===== config.mk =====
export PLATFORM = sky130hd
export DESIGN_NAME = vpc_control
export DESIGN_NICKNAME = d
export VERILOG_FILES = /design/src/include/vpc_pkg.sv /design/src/verilog/vpc_pin_sync.sv /design/src/verilog/vpc_hold_timer.sv /design/src/verilog/vpc_control.sv
export SDC_FILE = /design/constraint.sdc
export NUM_CORES = 1
export LEC_CHECK = 0
export BUFFER_PORTS_ARGS = -buffer_cell sky130_fd_sc_hd__buf_2
export CELL_PAD_IN_SITES_DETAIL_PLACEMENT = 2
export CELL_PAD_IN_SITES_GLOBAL_PLACEMENT = 2
export CORE_MARGIN = 4
export CORE_UTILIZATION = 35
export DETAILED_ROUTE_END_ITERATION = 8
export PLACE_DENSITY_LB_ADDON = 0.08
export SLEW_MARGIN = 20
export SYNTH_ARGS = -nofsm -noshare
export SYNTH_HDL_FRONTEND = slang
export SYNTH_HIERARCHICAL = 1
export SYNTH_SLANG_ARGS = --single-unit

===== constraint.sdc =====
create_clock -name clk -period 33.9 [get_ports clk]
set_clock_uncertainty 0.1 [all_clocks]
set_input_delay 1.695 -clock clk [delete_from_list [all_inputs] [get_ports clk]]
set_output_delay 1.695 -clock clk [all_outputs]
set_load 0.05 [all_outputs]

===== src/include/vpc_pkg.sv =====
// constants, register map and carrier types for the reference and power-good control block
package vpc_pkg;

	localparam int unsigned CLK_NS = 40;

	// command codes of the register map
	localparam logic [7:0] CMD_OUTPUT_CODE = 8'h21;
	localparam logic [7:0] CMD_LP_PHASE    = 8'hD1;
	localparam logic [7:0] CMD_CFG_A       = 8'hD2;
	localparam logic [7:0] CMD_CFG_B       = 8'hD3;
	localparam logic [7:0] CMD_SLEW        = 8'hD6;
	localparam logic [7:0] CMD_TRIM        = 8'hDB;
	localparam logic [7:0] CMD_CAL         = 8'hDC;
	localparam logic [7:0] CMD_GOOD_HIGH   = 8'hE0;
	localparam logic [7:0] CMD_GOOD_LOW    = 8'hE1;
	localparam logic [7:0] CMD_STATUS      = 8'hF0;

	// reset values
	localparam logic [7:0] RST_ZERO = 8'h00;
	localparam logic [7:0] RST_SLEW = 8'h02;

	// field positions and widths
	localparam int unsigned EXT_SEL_BIT  = 3;
	localparam int unsigned OFS_SIGN_BIT = 5;
	localparam int unsigned LP_SEL_LO    = 6;
	localparam int unsigned SLEW_W       = 3;
	localparam int unsigned GOOD_HIGH_W  = 2;
	localparam int unsigned GOOD_LOW_W   = 3;
	localparam logic [1:0]  LP_TWO_PHASES = 2'h1;

	// offset trim: 6.25 mV per count, total clamped to 193.75 mV
	localparam int unsigned OFS_LSB_UV    = 6250;
	localparam int unsigned OFS_MAX_UV    = 193750;
	localparam int signed   OFS_MAX_COUNT = OFS_MAX_UV / OFS_LSB_UV;

	// power-good window in mV: high = 300 - 50*code, low = -(500 - 50*code)
	localparam int unsigned GOOD_HIGH_BASE_MV = 300;
	localparam int unsigned GOOD_LOW_BASE_MV  = 500;
	localparam int unsigned GOOD_STEP_MV      = 50;

	// transition slew: 1 + 2*code V/ms, i.e. uV per ns
	localparam int unsigned SLEW_BASE_VPMS = 1;
	localparam int unsigned SLEW_STEP_VPMS = 2;
	localparam int unsigned CODE_STEP_UV   = 6250;

	// minimum times, rounded up to whole cycles
	localparam int unsigned DEBOUNCE_NS     = 200;
	localparam int unsigned BLANK_NS        = 100000;
	localparam int unsigned OFF_CONFIRM_NS  = 5000;
	localparam int unsigned DEBOUNCE_CYC    = (DEBOUNCE_NS + CLK_NS - 1) / CLK_NS;
	localparam int unsigned BLANK_CYC       = (BLANK_NS + CLK_NS - 1) / CLK_NS;
	localparam int unsigned OFF_CONFIRM_CYC = (OFF_CONFIRM_NS + CLK_NS - 1) / CLK_NS;
	localparam int unsigned BOOST_CYC       = 64;

	// phase masks
	localparam logic [3:0] PH_NONE  = 4'h0;
	localparam logic [3:0] PH_ONE   = 4'h1;
	localparam logic [3:0] PH_TWO   = 4'h3;
	localparam logic [3:0] PH_THREE = 4'h7;
	localparam logic [3:0] PH_FOUR  = 4'hF;
	localparam logic [3:0] PH_ODD   = 4'h5;
	localparam logic [2:0] CNT_THREE = 3'h3;
	localparam logic [2:0] CNT_FOUR  = 3'h4;

	typedef enum logic [1:0] {
		ST_OFF      = 2'h0,
		ST_SOFTSTART = 2'h1,
		ST_MASK     = 2'h3,
		ST_GOOD     = 2'h2
	} vpc_state_t;

	typedef struct packed {
		logic [7:0] outputCode;
		logic [7:0] lpPhase;
		logic [7:0] cfgA;
		logic [7:0] cfgB;
		logic [7:0] slew;
		logic [7:0] trim;
		logic [7:0] cal;
		logic [7:0] goodHigh;
		logic [7:0] goodLow;
	} vpc_regs_t;

	// pins and comparator results arriving from outside the clock domain
	typedef struct packed {
		logic enable;
		logic supplyOk;
		logic lowPowerRequest_n;
		logic aboveHigh;
		logic belowLow;
		logic belowRelease;
		logic softStartAtRef;
		logic loadStepUp;
		logic loadRelease;
	} vpc_sense_t;

	localparam int unsigned SENSE_W = $bits(vpc_sense_t);

endpackage


===== src/verilog/vpc_pin_sync.sv =====
// three-flop pin synchroniser that accepts a change once stages two and three agree
`timescale 1ns/1ns
`default_nettype none
module vpc_pin_sync #(
	parameter int unsigned W = 1
) (
	input  wire logic         clk,
	input  wire logic         rst,
	input  wire logic [W-1:0] d,
	output var  logic [W-1:0] q
);
	logic [W-1:0] s1;
	logic [W-1:0] s2;
	logic [W-1:0] s3;

	always_ff @(posedge clk or posedge rst) begin
		if (rst) begin
			s1 <= '0;
			s2 <= '0;
			s3 <= '0;
		end else begin
			s1 <= d;
			s2 <= s1;
			s3 <= s2;
		end
	end

	// per bit, so a lone disagreeing bit holds only itself
	always_ff @(posedge clk or posedge rst) begin
		if (rst) begin
			q <= '0;
		end else begin
			for (int i = 0; i < W; i++) begin
				if (s2[i] == s3[i]) begin
					q[i] <= s3[i];
				end
			end
		end
	end
endmodule
`default_nettype wire


===== src/verilog/vpc_hold_timer.sv =====
// restartable hold timer: busy for CYCLES clocks after the last restart
`timescale 1ns/1ns
`default_nettype none
module vpc_hold_timer #(
	parameter int unsigned CYCLES = 1
) (
	input  wire logic clk,
	input  wire logic rst,
	input  wire logic restart,
	output var  logic busy,
	output var  logic expired
);
	logic [15:0] count;

	always_ff @(posedge clk or posedge rst) begin
		if (rst) begin
			count <= '0;
		end else if (restart) begin
			count <= 16'(CYCLES);
		end else if (count != '0) begin
			count <= count - 16'h0001;
		end
	end

	always_ff @(posedge clk or posedge rst) begin
		if (rst) begin
			expired <= 1'b0;
		end else begin
			expired <= !restart && (count == 16'h0001);
		end
	end

	assign busy = (count != '0);
endmodule
`default_nettype wire


===== src/verilog/vpc_control.sv =====
// reference selection, transition control, power-good and phase control of the regulator
// Behaviour
// - pins set the reference after reset; command code used once both select bits set
// - trim and calibration 6-bit offsets add 6.25 mV per count to reference
// - offset bit 5 clear means positive, set means negative magnitude bits 4:0
// - summed offset saturates at plus or minus 193.75 mV
// - after any code pin change, ignore pins for at least 200 ns
// - code change blanks power-good and clamp for 100 us; each change restarts it
// - transitions from pins or command, any steps either way, followed while running
// - off code must persist 5 us before controller shutdown
// - slew limited by 0xD6 bits 2:0, rate 1+2n V/ms, default 5
// - power-good low when out of window, no-processor code, or enable low
// - power-good held low until soft-start at reference and masking delay expired
// - upper window from 0xE0 bits 1:0: 300, 250, 200, 150 mV
// - lower window from 0xE1 bits 2:0: -500 mV up in 50 mV steps
// - low-power request low drives switched-phase disable low
// - 0xD1 bits 7:6 code 01 gives two low-power phases, else one
// - four normal phases and two low-power phases keep phases 1 and 3
// - overvoltage drives PWM low until output below about 300 mV
// - startup only with supply above undervoltage and enable high
// - while disabled, PWM held low, power-good and both disables low
// - load release drives release detect while running; load step re-enables shed phases
// - registers written by command code and data taken in the same cycle, as bus slave
`timescale 1ns/1ns
`default_nettype none
module vpc_control import vpc_pkg::*; #(
	parameter logic [7:0]  VID_OFF_CODE    = 8'h00,
	parameter logic [7:0]  VID_NO_CPU_CODE = 8'hFF,
	parameter int unsigned TURN_ON_MASK_CYC = 1000
) (
	input  wire logic        clk,
	input  wire logic        rst,
	input  wire logic [7:0]  voltageIdCode,
	input  wire vpc_sense_t  senseIn,
	input  wire logic [2:0]  normalPhaseCount,
	input  wire logic        cmdWrite,
	input  wire logic        cmdRead,
	input  wire logic [7:0]  cmdCode,
	input  wire logic [7:0]  cmdData,
	output var  logic [7:0]  rdData,
	output var  logic        rdValid,
	output var  logic [7:0]  refCode,
	output var  logic [5:0]  offsetCount,
	output var  logic [9:0]  goodHighMv,
	output var  logic [9:0]  goodLowMv,
	output var  logic        codeTransition,
	output var  logic        outputInRangeFlag,
	output var  logic        pwmHoldLow,
	output var  logic        switchedPhaseDisable_n,
	output var  logic        alwaysOnPhaseDisable_n,
	output var  logic [3:0]  phaseEnable,
	output var  logic        releaseDetectOut
);
	vpc_regs_t        regs;
	vpc_sense_t       sense;
	logic [SENSE_W-1:0] senseBits;
	logic [7:0]       vidSync;
	logic [7:0]       vidPrev;
	logic [7:0]       acceptedVid;
	logic [7:0]       targetCode;
	logic [7:0]       targetPrev;
	logic             externalCodeSelect;
	logic             vidChanged;
	logic             targetChanged;
	logic             debExpired;
	logic             blanking;
	logic             offPresent;
	logic             offPrev;
	logic             offExpired;
	logic             offShutdown;
	logic             running;
	logic             maskExpired;
	logic             boostBusy;
	logic             crowbar;
	logic             next_crowbar;
	logic             lowPowerActive;
	logic [15:0]      slewCnt;
	logic [3:0]       normalMask;
	logic [3:0]       lowMask;
	logic [3:0]       next_phaseEnable;
	logic             next_inRange;
	logic [5:0]       next_offset;
	vpc_state_t       state;
	vpc_state_t       next_state;

	vpc_pin_sync #(.W(8)) uVidSync (
		.clk (clk),
		.rst (rst),
		.d   (voltageIdCode),
		.q   (vidSync)
	);

	vpc_pin_sync #(.W(SENSE_W)) uSenseSync (
		.clk (clk),
		.rst (rst),
		.d   (senseIn),
		.q   (senseBits)
	);

	assign sense = vpc_sense_t'(senseBits);

	// register writes; the command code selects the register the data lands in, both taken in one cycle
	always_ff @(posedge clk or posedge rst) begin
		if (rst) begin
			regs <= '{RST_ZERO, RST_ZERO, RST_ZERO, RST_ZERO, RST_SLEW,
			           RST_ZERO, RST_ZERO, RST_ZERO, RST_ZERO};
		end else if (cmdWrite) begin
			unique case (cmdCode)
				CMD_OUTPUT_CODE: regs.outputCode <= cmdData;
				CMD_LP_PHASE:    regs.lpPhase <= cmdData;
				CMD_CFG_A:       regs.cfgA <= cmdData;
				CMD_CFG_B:       regs.cfgB <= cmdData;
				CMD_SLEW:        regs.slew <= cmdData;
				CMD_TRIM:        regs.trim <= cmdData;
				CMD_CAL:         regs.cal <= cmdData;
				CMD_GOOD_HIGH:   regs.goodHigh <= cmdData;
				CMD_GOOD_LOW:    regs.goodLow <= cmdData;
				default: ;
			endcase
		end
	end

	// reads answer one cycle later; unmapped codes read zero
	always_ff @(posedge clk or posedge rst) begin
		if (rst) begin
			rdData <= RST_ZERO;
			rdValid <= 1'b0;
		end else begin
			rdValid <= cmdRead;
			if (cmdRead) begin
				unique case (cmdCode)
					CMD_OUTPUT_CODE: rdData <= regs.outputCode;
					CMD_LP_PHASE:    rdData <= regs.lpPhase;
					CMD_CFG_A:       rdData <= regs.cfgA;
					CMD_CFG_B:       rdData <= regs.cfgB;
					CMD_SLEW:        rdData <= regs.slew;
					CMD_TRIM:        rdData <= regs.trim;
					CMD_CAL:         rdData <= regs.cal;
					CMD_GOOD_HIGH:   rdData <= regs.goodHigh;
					CMD_GOOD_LOW:    rdData <= regs.goodLow;
					CMD_STATUS:      rdData <= {state, offShutdown, crowbar, blanking,
					                            codeTransition, externalCodeSelect, running};
					default:         rdData <= RST_ZERO;
				endcase
			end
		end
	end

	// code pins: any change restarts the settle time, the code is taken when it ends
	assign vidChanged = (vidSync != vidPrev);

	vpc_hold_timer #(.CYCLES(DEBOUNCE_CYC)) uDebounce (
		.clk     (clk),
		.rst     (rst),
		.restart (vidChanged),
		.busy    (),
		.expired (debExpired)
	);

	always_ff @(posedge clk or posedge rst) begin
		if (rst) begin
			vidPrev <= RST_ZERO;
			acceptedVid <= RST_ZERO;
		end else begin
			vidPrev <= vidSync;
			// a code that moves again in its last settle cycle is not yet stable
			if (debExpired && !vidChanged) begin
				acceptedVid <= vidSync;
			end
		end
	end

	// both select bits must be set; a single one keeps the pins in charge
	assign externalCodeSelect = regs.cfgA[EXT_SEL_BIT] && regs.cfgB[EXT_SEL_BIT];
	assign targetCode = externalCodeSelect ? regs.outputCode : acceptedVid;
	assign targetChanged = (targetCode != targetPrev);

	always_ff @(posedge clk or posedge rst) begin
		if (rst) begin
			targetPrev <= RST_ZERO;
		end else begin
			targetPrev <= targetCode;
		end
	end

	vpc_hold_timer #(.CYCLES(BLANK_CYC)) uBlank (
		.clk     (clk),
		.rst     (rst),
		.restart (targetChanged),
		.busy    (blanking),
		.expired ()
	);

	// slew limit: one code step per interval derived from the programmed rate
	function automatic logic [15:0] slew_cycles(input logic [SLEW_W-1:0] code);
		int unsigned rate;
		rate = SLEW_BASE_VPMS + SLEW_STEP_VPMS * int'(code);
		return 16'((CODE_STEP_UV + rate * CLK_NS - 1) / (rate * CLK_NS));
	endfunction

	always_ff @(posedge clk or posedge rst) begin
		if (rst) begin
			refCode <= RST_ZERO;
			slewCnt <= '0;
		end else if (!running) begin
			// soft-start ramps from zero, so the reference simply follows
			refCode <= targetCode;
			slewCnt <= '0;
		end else if (refCode != targetCode) begin
			if (slewCnt == '0) begin
				refCode <= (targetCode > refCode) ? refCode + 8'h01 : refCode - 8'h01;
				slewCnt <= slew_cycles(regs.slew[SLEW_W-1:0]) - 16'h0001;
			end else begin
				slewCnt <= slewCnt - 16'h0001;
			end
		end else begin
			slewCnt <= '0;
		end
	end

	always_ff @(posedge clk or posedge rst) begin
		if (rst) begin
			codeTransition <= 1'b0;
		end else begin
			codeTransition <= running && (refCode != targetCode);
		end
	end

	// offsets: sign and magnitude, summed then clamped
	function automatic logic signed [7:0] ofs_value(input logic [7:0] f);
		logic signed [7:0] mag;
		mag = signed'({3'h0, f[OFS_SIGN_BIT-1:0]});
		return f[OFS_SIGN_BIT] ? -mag : mag;
	endfunction

	always_comb begin
		logic signed [7:0] sum;
		sum = ofs_value(regs.trim) + ofs_value(regs.cal);
		if (sum > 8'(OFS_MAX_COUNT)) begin
			next_offset = 6'(OFS_MAX_COUNT);
		end else if (sum < -8'(OFS_MAX_COUNT)) begin
			next_offset = 6'(-OFS_MAX_COUNT);
		end else begin
			next_offset = sum[5:0];
		end
	end

	always_ff @(posedge clk or posedge rst) begin
		if (rst) begin
			offsetCount <= '0;
			goodHighMv <= 10'(GOOD_HIGH_BASE_MV);
			goodLowMv <= 10'(GOOD_LOW_BASE_MV);
		end else begin
			offsetCount <= next_offset;
			goodHighMv <= 10'(GOOD_HIGH_BASE_MV
			              - GOOD_STEP_MV * int'(regs.goodHigh[GOOD_HIGH_W-1:0]));
			goodLowMv <= 10'(GOOD_LOW_BASE_MV
			             - GOOD_STEP_MV * int'(regs.goodLow[GOOD_LOW_W-1:0]));
		end
	end

	// off code: confirmed only if still present when the wait ends
	assign offPresent = !externalCodeSelect && (acceptedVid == VID_OFF_CODE);

	vpc_hold_timer #(.CYCLES(OFF_CONFIRM_CYC)) uOffConfirm (
		.clk     (clk),
		.rst     (rst),
		.restart (offPresent && !offPrev),
		.busy    (),
		.expired (offExpired)
	);

	always_ff @(posedge clk or posedge rst) begin
		if (rst) begin
			offPrev <= 1'b0;
			offShutdown <= 1'b0;
		end else begin
			offPrev <= offPresent;
			if (!offPresent) begin
				offShutdown <= 1'b0;
			end else if (offExpired) begin
				offShutdown <= 1'b1;
			end
		end
	end

	assign running = sense.enable && sense.supplyOk && !offShutdown;

	// startup sequence: soft-start, then the turn-on masking delay
	always_comb begin
		next_state = state;
		unique case (state)
			ST_OFF:       next_state = ST_SOFTSTART;
			ST_SOFTSTART: if (sense.softStartAtRef) next_state = ST_MASK;
			ST_MASK:      if (maskExpired) next_state = ST_GOOD;
			ST_GOOD:      next_state = ST_GOOD;
		endcase
		if (!running) begin
			next_state = ST_OFF;
		end
	end

	always_ff @(posedge clk or posedge rst) begin
		if (rst) begin
			state <= ST_OFF;
		end else begin
			state <= next_state;
		end
	end

	vpc_hold_timer #(.CYCLES(TURN_ON_MASK_CYC)) uTurnOnMask (
		.clk     (clk),
		.rst     (rst),
		.restart (state == ST_SOFTSTART && next_state == ST_MASK),
		.busy    (),
		.expired (maskExpired)
	);

	// window faults are ignored while a transition is being blanked
	assign next_inRange = running && (state == ST_GOOD)
	                      && (acceptedVid != VID_NO_CPU_CODE)
	                      && (blanking || !(sense.aboveHigh || sense.belowLow));

	// clamp threshold tracks the upper window; release near 300 mV
	always_comb begin
		next_crowbar = crowbar;
		if (sense.belowRelease) begin
			next_crowbar = 1'b0;
		end else if (sense.aboveHigh && !blanking) begin
			next_crowbar = 1'b1;
		end
	end

	always_ff @(posedge clk or posedge rst) begin
		if (rst) begin
			crowbar <= 1'b0;
			outputInRangeFlag <= 1'b0;
			pwmHoldLow <= 1'b1;
			releaseDetectOut <= 1'b0;
		end else begin
			crowbar <= next_crowbar;
			outputInRangeFlag <= next_inRange;
			pwmHoldLow <= !running || next_crowbar;
			releaseDetectOut <= running && sense.loadRelease;
		end
	end

	// phase shedding; a load step brings shed phases back for a while
	assign lowPowerActive = !sense.lowPowerRequest_n && !boostBusy;

	vpc_hold_timer #(.CYCLES(BOOST_CYC)) uStepBoost (
		.clk     (clk),
		.rst     (rst),
		.restart (sense.loadStepUp),
		.busy    (boostBusy),
		.expired ()
	);

	always_comb begin
		unique case (normalPhaseCount)
			CNT_FOUR:  normalMask = PH_FOUR;
			CNT_THREE: normalMask = PH_THREE;
			default:   normalMask = PH_TWO;
		endcase
		if (regs.lpPhase[LP_SEL_LO +: 2] == LP_TWO_PHASES) begin
			lowMask = (normalPhaseCount == CNT_FOUR) ? PH_ODD : PH_TWO;
		end else begin
			lowMask = PH_ONE;
		end
		if (!running) begin
			next_phaseEnable = PH_NONE;
		end else if (lowPowerActive) begin
			next_phaseEnable = lowMask;
		end else begin
			next_phaseEnable = normalMask;
		end
	end

	always_ff @(posedge clk or posedge rst) begin
		if (rst) begin
			phaseEnable <= PH_NONE;
			switchedPhaseDisable_n <= 1'b0;
			alwaysOnPhaseDisable_n <= 1'b0;
		end else begin
			phaseEnable <= next_phaseEnable;
			switchedPhaseDisable_n <= running && !lowPowerActive;
			alwaysOnPhaseDisable_n <= running;
		end
	end
endmodule
`default_nettype wire


==> metrics.md, run 1 <==
| Metric | Value |
|---|---|
| Status | `completed` |
| Post-CTS sizing | `0` |
| Post-detailed-route DRC marker count | `0` |
| Fill count | `roughly 6100` |
| FF/Latch Area | `slightly below 8000 sq um` |
| Die Ht | `248 um` |
| Root Buffer | `clkbuf_16` |
| Crit start category | `flip-flop` |
| Initial DRC Count | `between 800 and 900` |
| Final min period | `23300 ps` |
| Crit-path max FO | `24` |
| CTS Buffer Depth | `3` |
| Starting density of the core | `35.6%` |
| Total number of vias | `around 17000` |
| CP peak stage delay | `910 ps` |
| RSZ-0062 raised after global routing | `false` |
| Final-report max-slew violation count | `0` |
| Area grow syn2layout | `13.5%` |
| Routed Wire Length | `around 70 mm` |
| Wire length per cell | `23.8 um` |
| CP endpoint kind | `flip-flop` |
| Post CTS Setup Buffer Count | `0` |
| Skew-Pair Late Insertion Delay | `roughly 560 ps` |
| First-pass GRT wire length | `109 mm` |
| Initial antenna violation count | `0` |
| CP dominant cell by count | `ha_1` |
| LEAKAGE | `about 10 nW` |
| Min-Delay Path Class | `flip-flop to flip-flop` |
| MaxCap Viol Count | `0` |
| Worst vdd ir | `~66 uV` |
| Mapped Area | `a little over 20000 sq um` |
| Clock transition at path regs | `60 ps` |
| Critical path's slowest cell | `dfstp_2` |
| Setup_tns | `0 ps` |
| Ys Warns | `6` |
| Req. time, crit path | `between 30000 and 40000 ps` |
| CTS Hold Buffers Added | `0` |
| Post-route ant nets | `0` |
| Core area | `between 50000 and 60000 sq um` |
| GRT Util Overall | `a little under a quarter` |
| Critical path's top delay family | `compound AO/OA/AOI/OAI gates` |
| Fin crit share | `68.7%` |
| HPWL after DPL | `about 53 mm` |
| H-tree depth | `2` |
| CP arrival | `between 20000 and 25000 ps` |
| Final RePlAce weighted congestion | `~0.86` |
| Layout cells sized above 1 | `between 10% and 20%` |
| Multi-input gate area | `11500 sq um` |
| Power Dens Cells | `about 120 nW/um^2` |
| Worst path bufs/invs | `6` |
| Grt ovf | `0` |
| Total power | `~2.8 mW` |
| Vias in the first global route | `roughly 18000` |
| Pre-Repair DR Iteration Count | `5` |
| CTS tree | `built` |
| Final hold violation count | `0` |
| Vias per cell | `roughly 5.8` |
| CTS buffer count | `38` |
| Pin count of the biggest net entering global routing | `around 110` |
| Rel. slew slack | `approximately a quarter` |
| Port bufs | `89` |
| CP Class | `flip-flop to flip-flop` |
| Total Die Area | `61400 sq um` |
| Final setup viols | `0` |
| Cell count after synthesis | `between 2000 and 2500` |
| Ports | `93` |
| Fmax | `around 43 MHz` |
| # nets final | `between 2000 and 2500` |
| Die width | `~250 um` |
| Row cnt | `87` |
| Measured slew at the worst slew-check pin | `1100 ps` |
| Mean Syn Cell Area | `9.75 sq um` |
| CTS Sinks | `approximately 320` |
flip-flops by register name (all words and copies together) (netlist names), 9 cells and up:
signal and count:
uSenseSync/s3 9, uBlank/count 16, slewCnt 16, uDebounce/count 16, regs 72, uSenseSync/s1 9
uOffConfirm/count 16, uTurnOnMask/count 16, uSenseSync/q 9, uSenseSync/s2 9, goodLowMv 9, uStepBoost/count 16
cell usage in the layout, fill, tap and decap left out, types with 26 or more instances in the layout:
| cell type | n |
|---|---|
| dfrtp_1 | 304 |
| a21oi_1 | 146 |
| nor2_1 | 141 |
| nand2_1 | 125 |
| mux2_2 | 105 |
| ha_1 | 103 |
| inv_1 | 95 |
| buf_2 | 89 |
| o21ai_0 | 84 |
| xnor2_1 | 84 |
| nor3_1 | 63 |
| xor2_1 | 42 |
| clkbuf_16 | 38 |
| nand3_1 | 32 |
| nor2b_1 | 28 |
| nand4_1 | 27 |
| nand2b_1 | 26 |
| nor4_1 | 26 |
| and3_1 | 26 |
per-layer routing:
metal | global-route usage (%) | share of wire [%] | wire, um
met1 | 31.6 | 48 | 33500
met2 | 37.4 | 47 | 32700
met3 | 2.75 | 2.8 | 1980
met4 | 6.16 | 2.5 | 1770
met5 | 0 | 0 | 0
power breakdown:
group	internal, mW	switching [mW]	leakage, nW	total, mW
Clock	0.282	0.173	0.691	0.454
Combinational	0.692	1.14	5.34	1.83
Sequential	0.426	0.0615	4.05	0.487
Total	1.40	1.37	10.1	2.77
final cells by class:
| type | instances | area share, % |
|---|---|---|
| antenna | 1 | 0.0110 |
| multi-input combinational | 1576 | 50.5 |
| clock inverter | 22 | 1.58 |
| sequential | 316 | 34.7 |
| inverter | 101 | 1.68 |
| timing repair buffer | 114 | 2.86 |
| tap | 756 | 4.14 |
| clock buffer | 48 | 4.55 |
worst reg2reg max path: cells and delay by family, from the launching register on:
kind	cells	cell delay, ps
AO/OA/AOI/OAI	30	8220
XOR/XNOR	7	1730
adder cells (fa/ha/maj)	11	3960
buffers and inverters	6	1090
flip-flops	1	910
multiplexers	1	420
AND/OR/NAND/NOR	26	6760
final timing paths:
| kind | startpoint | end | slack [ps] | depth (start not counted) |
|---|---|---|---|---|
| min in group asynchronous | rst | phaseEnable[0] | 1170 | 2 |
| hold / removal | uSenseSync/s1[7] | uSenseSync/s2[7] | 250 | 0 |
| setup reg to reg | regs[33] | slewCnt[14] | 10600 | 81 |
| hold reg to reg | uSenseSync/s1[7] | uSenseSync/s2[7] | 250 | 0 |
| max in group asynchronous | rst | codeTransition | 31370 | 3 |
| setup / recovery | regs[33] | slewCnt[14] | 10600 | 81 |
through the flow:
| step | setup slack, ps | util, % | hold WS, ps | std cells | area, sq um |
|---|---|---|---|---|---|
| final | 10600 | 40.3 | 245 | 2934 | 22800 |
| after global routing | 8660 | 40.3 | 258 | 2933 | 22800 |
| after CTS | 10660 | 40.3 | 256 | 2932 | 22800 |
| after detailed placement | 10790 | 37.8 | 241 | 2862 | 21400 |
| after global placement | 11890 | 37.8 | 236 | 2862 | 21400 |
| after floorplan | 14850 | - | 231 | 2066 | 20100 |
No activity file was read; power rests on OpenSTA's default activity.
==> run 2, diff against run 1 <==
- ABC_AREA: not set -> 1
- CORE_UTILIZATION: 35 -> 34
- clock period: 33.9 -> 19.6 ns (I/O delays scaled with it)
==> metrics.md, run 2 <==
| Metric | Value |
|---|---|
| Final-report max-slew violation count | `0 (unchanged)` |
| Routed Wire Length | `73.1 mm (+4.6%)` |
| CP dominant cell by count | `nand2_1` |
| CTS Sinks | `316 (unchanged)` |
| Crit-path max FO | `22 (-8.3%)` |
| MaxCap Viol Count | `0 (unchanged)` |
| Min-Delay Path Class | `flip-flop to flip-flop` |
| Initial antenna violation count | `1 (+1)` |
| FF-to-FF setup slack | `1600 ps (-9000 ps)` |
| CTS tree | `built` |
| Setup_tns | `0 ps (unchanged)` |
| Fin crit share | `91.8% (+23 points)` |
| CTS buffer count | `40 (+5.3%)` |
| Worst hold slack | `243 ps (-2.22 ps)` |
| Skew-Pair Late Insertion Delay | `580 ps (+20 ps)` |
| Row cnt | `90 (+3.4%)` |
| Final setup viols | `0 (unchanged)` |
| Die Ht | `256 um (+3.3%)` |
| # nets final | `3075 (+34%)` |
| CP arrival | `18350 ps (-5330 ps)` |
| Ys Warns | `6 (unchanged)` |
| Fill count | `7106 (+16%)` |
| CTS Hold Buffers Added | `0 (unchanged)` |
| Total number of vias | `19100 (+13%)` |
| Reg-to-Reg Start | `regs[32]` |
| Worst Setup SP | `regs[32]` |
| Post-route ant nets | `0 (unchanged)` |
| HPWL after DPL | `56.2 mm (+7.0%)` |
| Fmax | `55.6 MHz (+29%)` |
| Commonest non-fill, non-tap cell in the layout | `nand2_1` |
| Status | `completed` |
| Vias per cell | `5.12 (-11%)` |
| R2R cell count | `106 (+31%)` |
| Multi-input gate area | `11200 sq um (-2.9%)` |
| First-pass GRT wire length | `117 mm (+7.0%)` |
| Mean Syn Cell Area | `7.47 sq um (-23%)` |
| FF/Latch Area | `7920 sq um (about the same)` |
| Cell count after synthesis | `2797 (+36%)` |
| Initial DRC Count | `645 (-24%)` |
| Final hold violation count | `0 (unchanged)` |
| Largest register FFs | `72 (unchanged)` |
| # diodes | `0 (-1)` |
| Clock transition at path regs | `60 ps (about the same)` |
| Starting density of the core | `34.5% (-1.1 points)` |
| Root Buffer | `clkbuf_16` |
| Core area | `60600 sq um (+7.0%)` |
| Die width | `256 um (+3.3%)` |
| Req. time, crit path | `19950 ps (-14340 ps)` |
| RR Endpoint | `slewCnt[12]` |
| CTS Buffer Depth | `3 (unchanged)` |
| CP Class | `flip-flop to flip-flop` |
| Layout cells sized above 1 | `13.1% (-5.1 points)` |
| Measured slew at the worst slew-check pin | `942 ps (-159 ps)` |
| Crit start category | `flip-flop` |
| Final min period | `18000 ps (-5300 ps)` |
| CP peak stage delay | `530 ps (-380 ps)` |
| H-tree depth | `2 (unchanged)` |
| Wire length per cell | `19.5 um (-18%)` |
| Pin count of the biggest net entering global routing | `89 (-17%)` |
| Finished Core Util | `39.2% (-1.1 points)` |
| Pre-CTS setup slack | `-226 ps (-11010 ps)` |
| Final RePlAce weighted congestion | `0.843 (-2.1%)` |
| Rel. slew slack | `37.0% (+11 points)` |
| Most frequent cells in the layout | `628 x nand2_1, 404 x inv_1, 339 x nor2_1` |
| Setup crit end | `slewCnt[12]` |
| Port bufs | `89 (unchanged)` |
| Hold path start | `uSenseSync/s1[2]` |
| Grt ovf | `0 (unchanged)` |
| Ports | `93 (unchanged)` |
| Vias in the first global route | `21300 (+15%)` |
| Worst Setup Slack, final | `1600 ps (-9000 ps)` |
| Critical path's slowest cell | `fa_1` |
| Area grow syn2layout | `13.8%` |
| Pre-Repair DR Iteration Count | `4 (-1)` |
| Post-detailed-route DRC marker count | `0 (unchanged)` |
| Mapped Area | `20900 sq um (+3.8%)` |
| Total Die Area | `65500 sq um (+6.6%)` |
| Reg with most FFs | `regs` |
| CP endpoint kind | `flip-flop` |
| GRT Util Overall | `21.9% (-0.81 points)` |
run 2: cell type report:
cell class                 count  area share [%]
multi-input combinational   2018            47.1
timing repair buffer         124            3.00
clock buffer                  60            4.86
tap                          782            4.12
inverter                     429            6.91
clock inverter                12           0.674
sequential                   316            33.3
run 2: critical path, delay by kind of cell, from the launching register on:
family                   cells  cell delay [ps]
adder cells (fa/ha/maj)     13             4230
XOR/XNOR                     7             1330
flip-flops                   1              480
buffers and inverters       16             1730
AND/OR/NAND/NOR             46             6030
AO/OA/AOI/OAI               24             3920
run 2: metrics by stage:
stage                     instances  cell area [sq um]
after floorplan                2799              20900
after global placement         3644              22100
after detailed placement       3644              22100
after CTS                      3716              23500
after global routing           3741              23800
final                          3741              23800
run 2: worst min-delay path by stage:
stage | slack, ps | cells past startpoint | end
CTS | 250 | 0 | uSenseSync/s2[2]
floorplan | 230 | 0 | uSenseSync/s2[0]
global placement | 230 | 0 | uVidSync/s2[4]
finish | 240 | 0 | uSenseSync/s2[2]
detailed placement | 240 | 0 | uSenseSync/s2[2]
global route | 250 | 0 | uSenseSync/s2[2]
run 2: what timing repair did:
action / CTS / global route
cloned: 0 / 2
pin swaps: 0 / 6
setup endpoints to repair: 3 / 16
buffers inserted: 0 / 23
resized for setup: 4 / 21
run 2: per-layer routing:
layer / up-vias / track usage [%] / wire, um
met4: 2 / 5.33 / 1550
met5: - / 0 / 7
met2: 205 / 40.0 / 37400
met1: 9574 / 27.4 / 32200
li1: 9272 / - / -
met3: 94 / 2.71 / 1970
Power of run 2 is left out: the tool's default activity adds up to more than one toggle a clock period on the data nets, which glitch-free logic cannot reach.
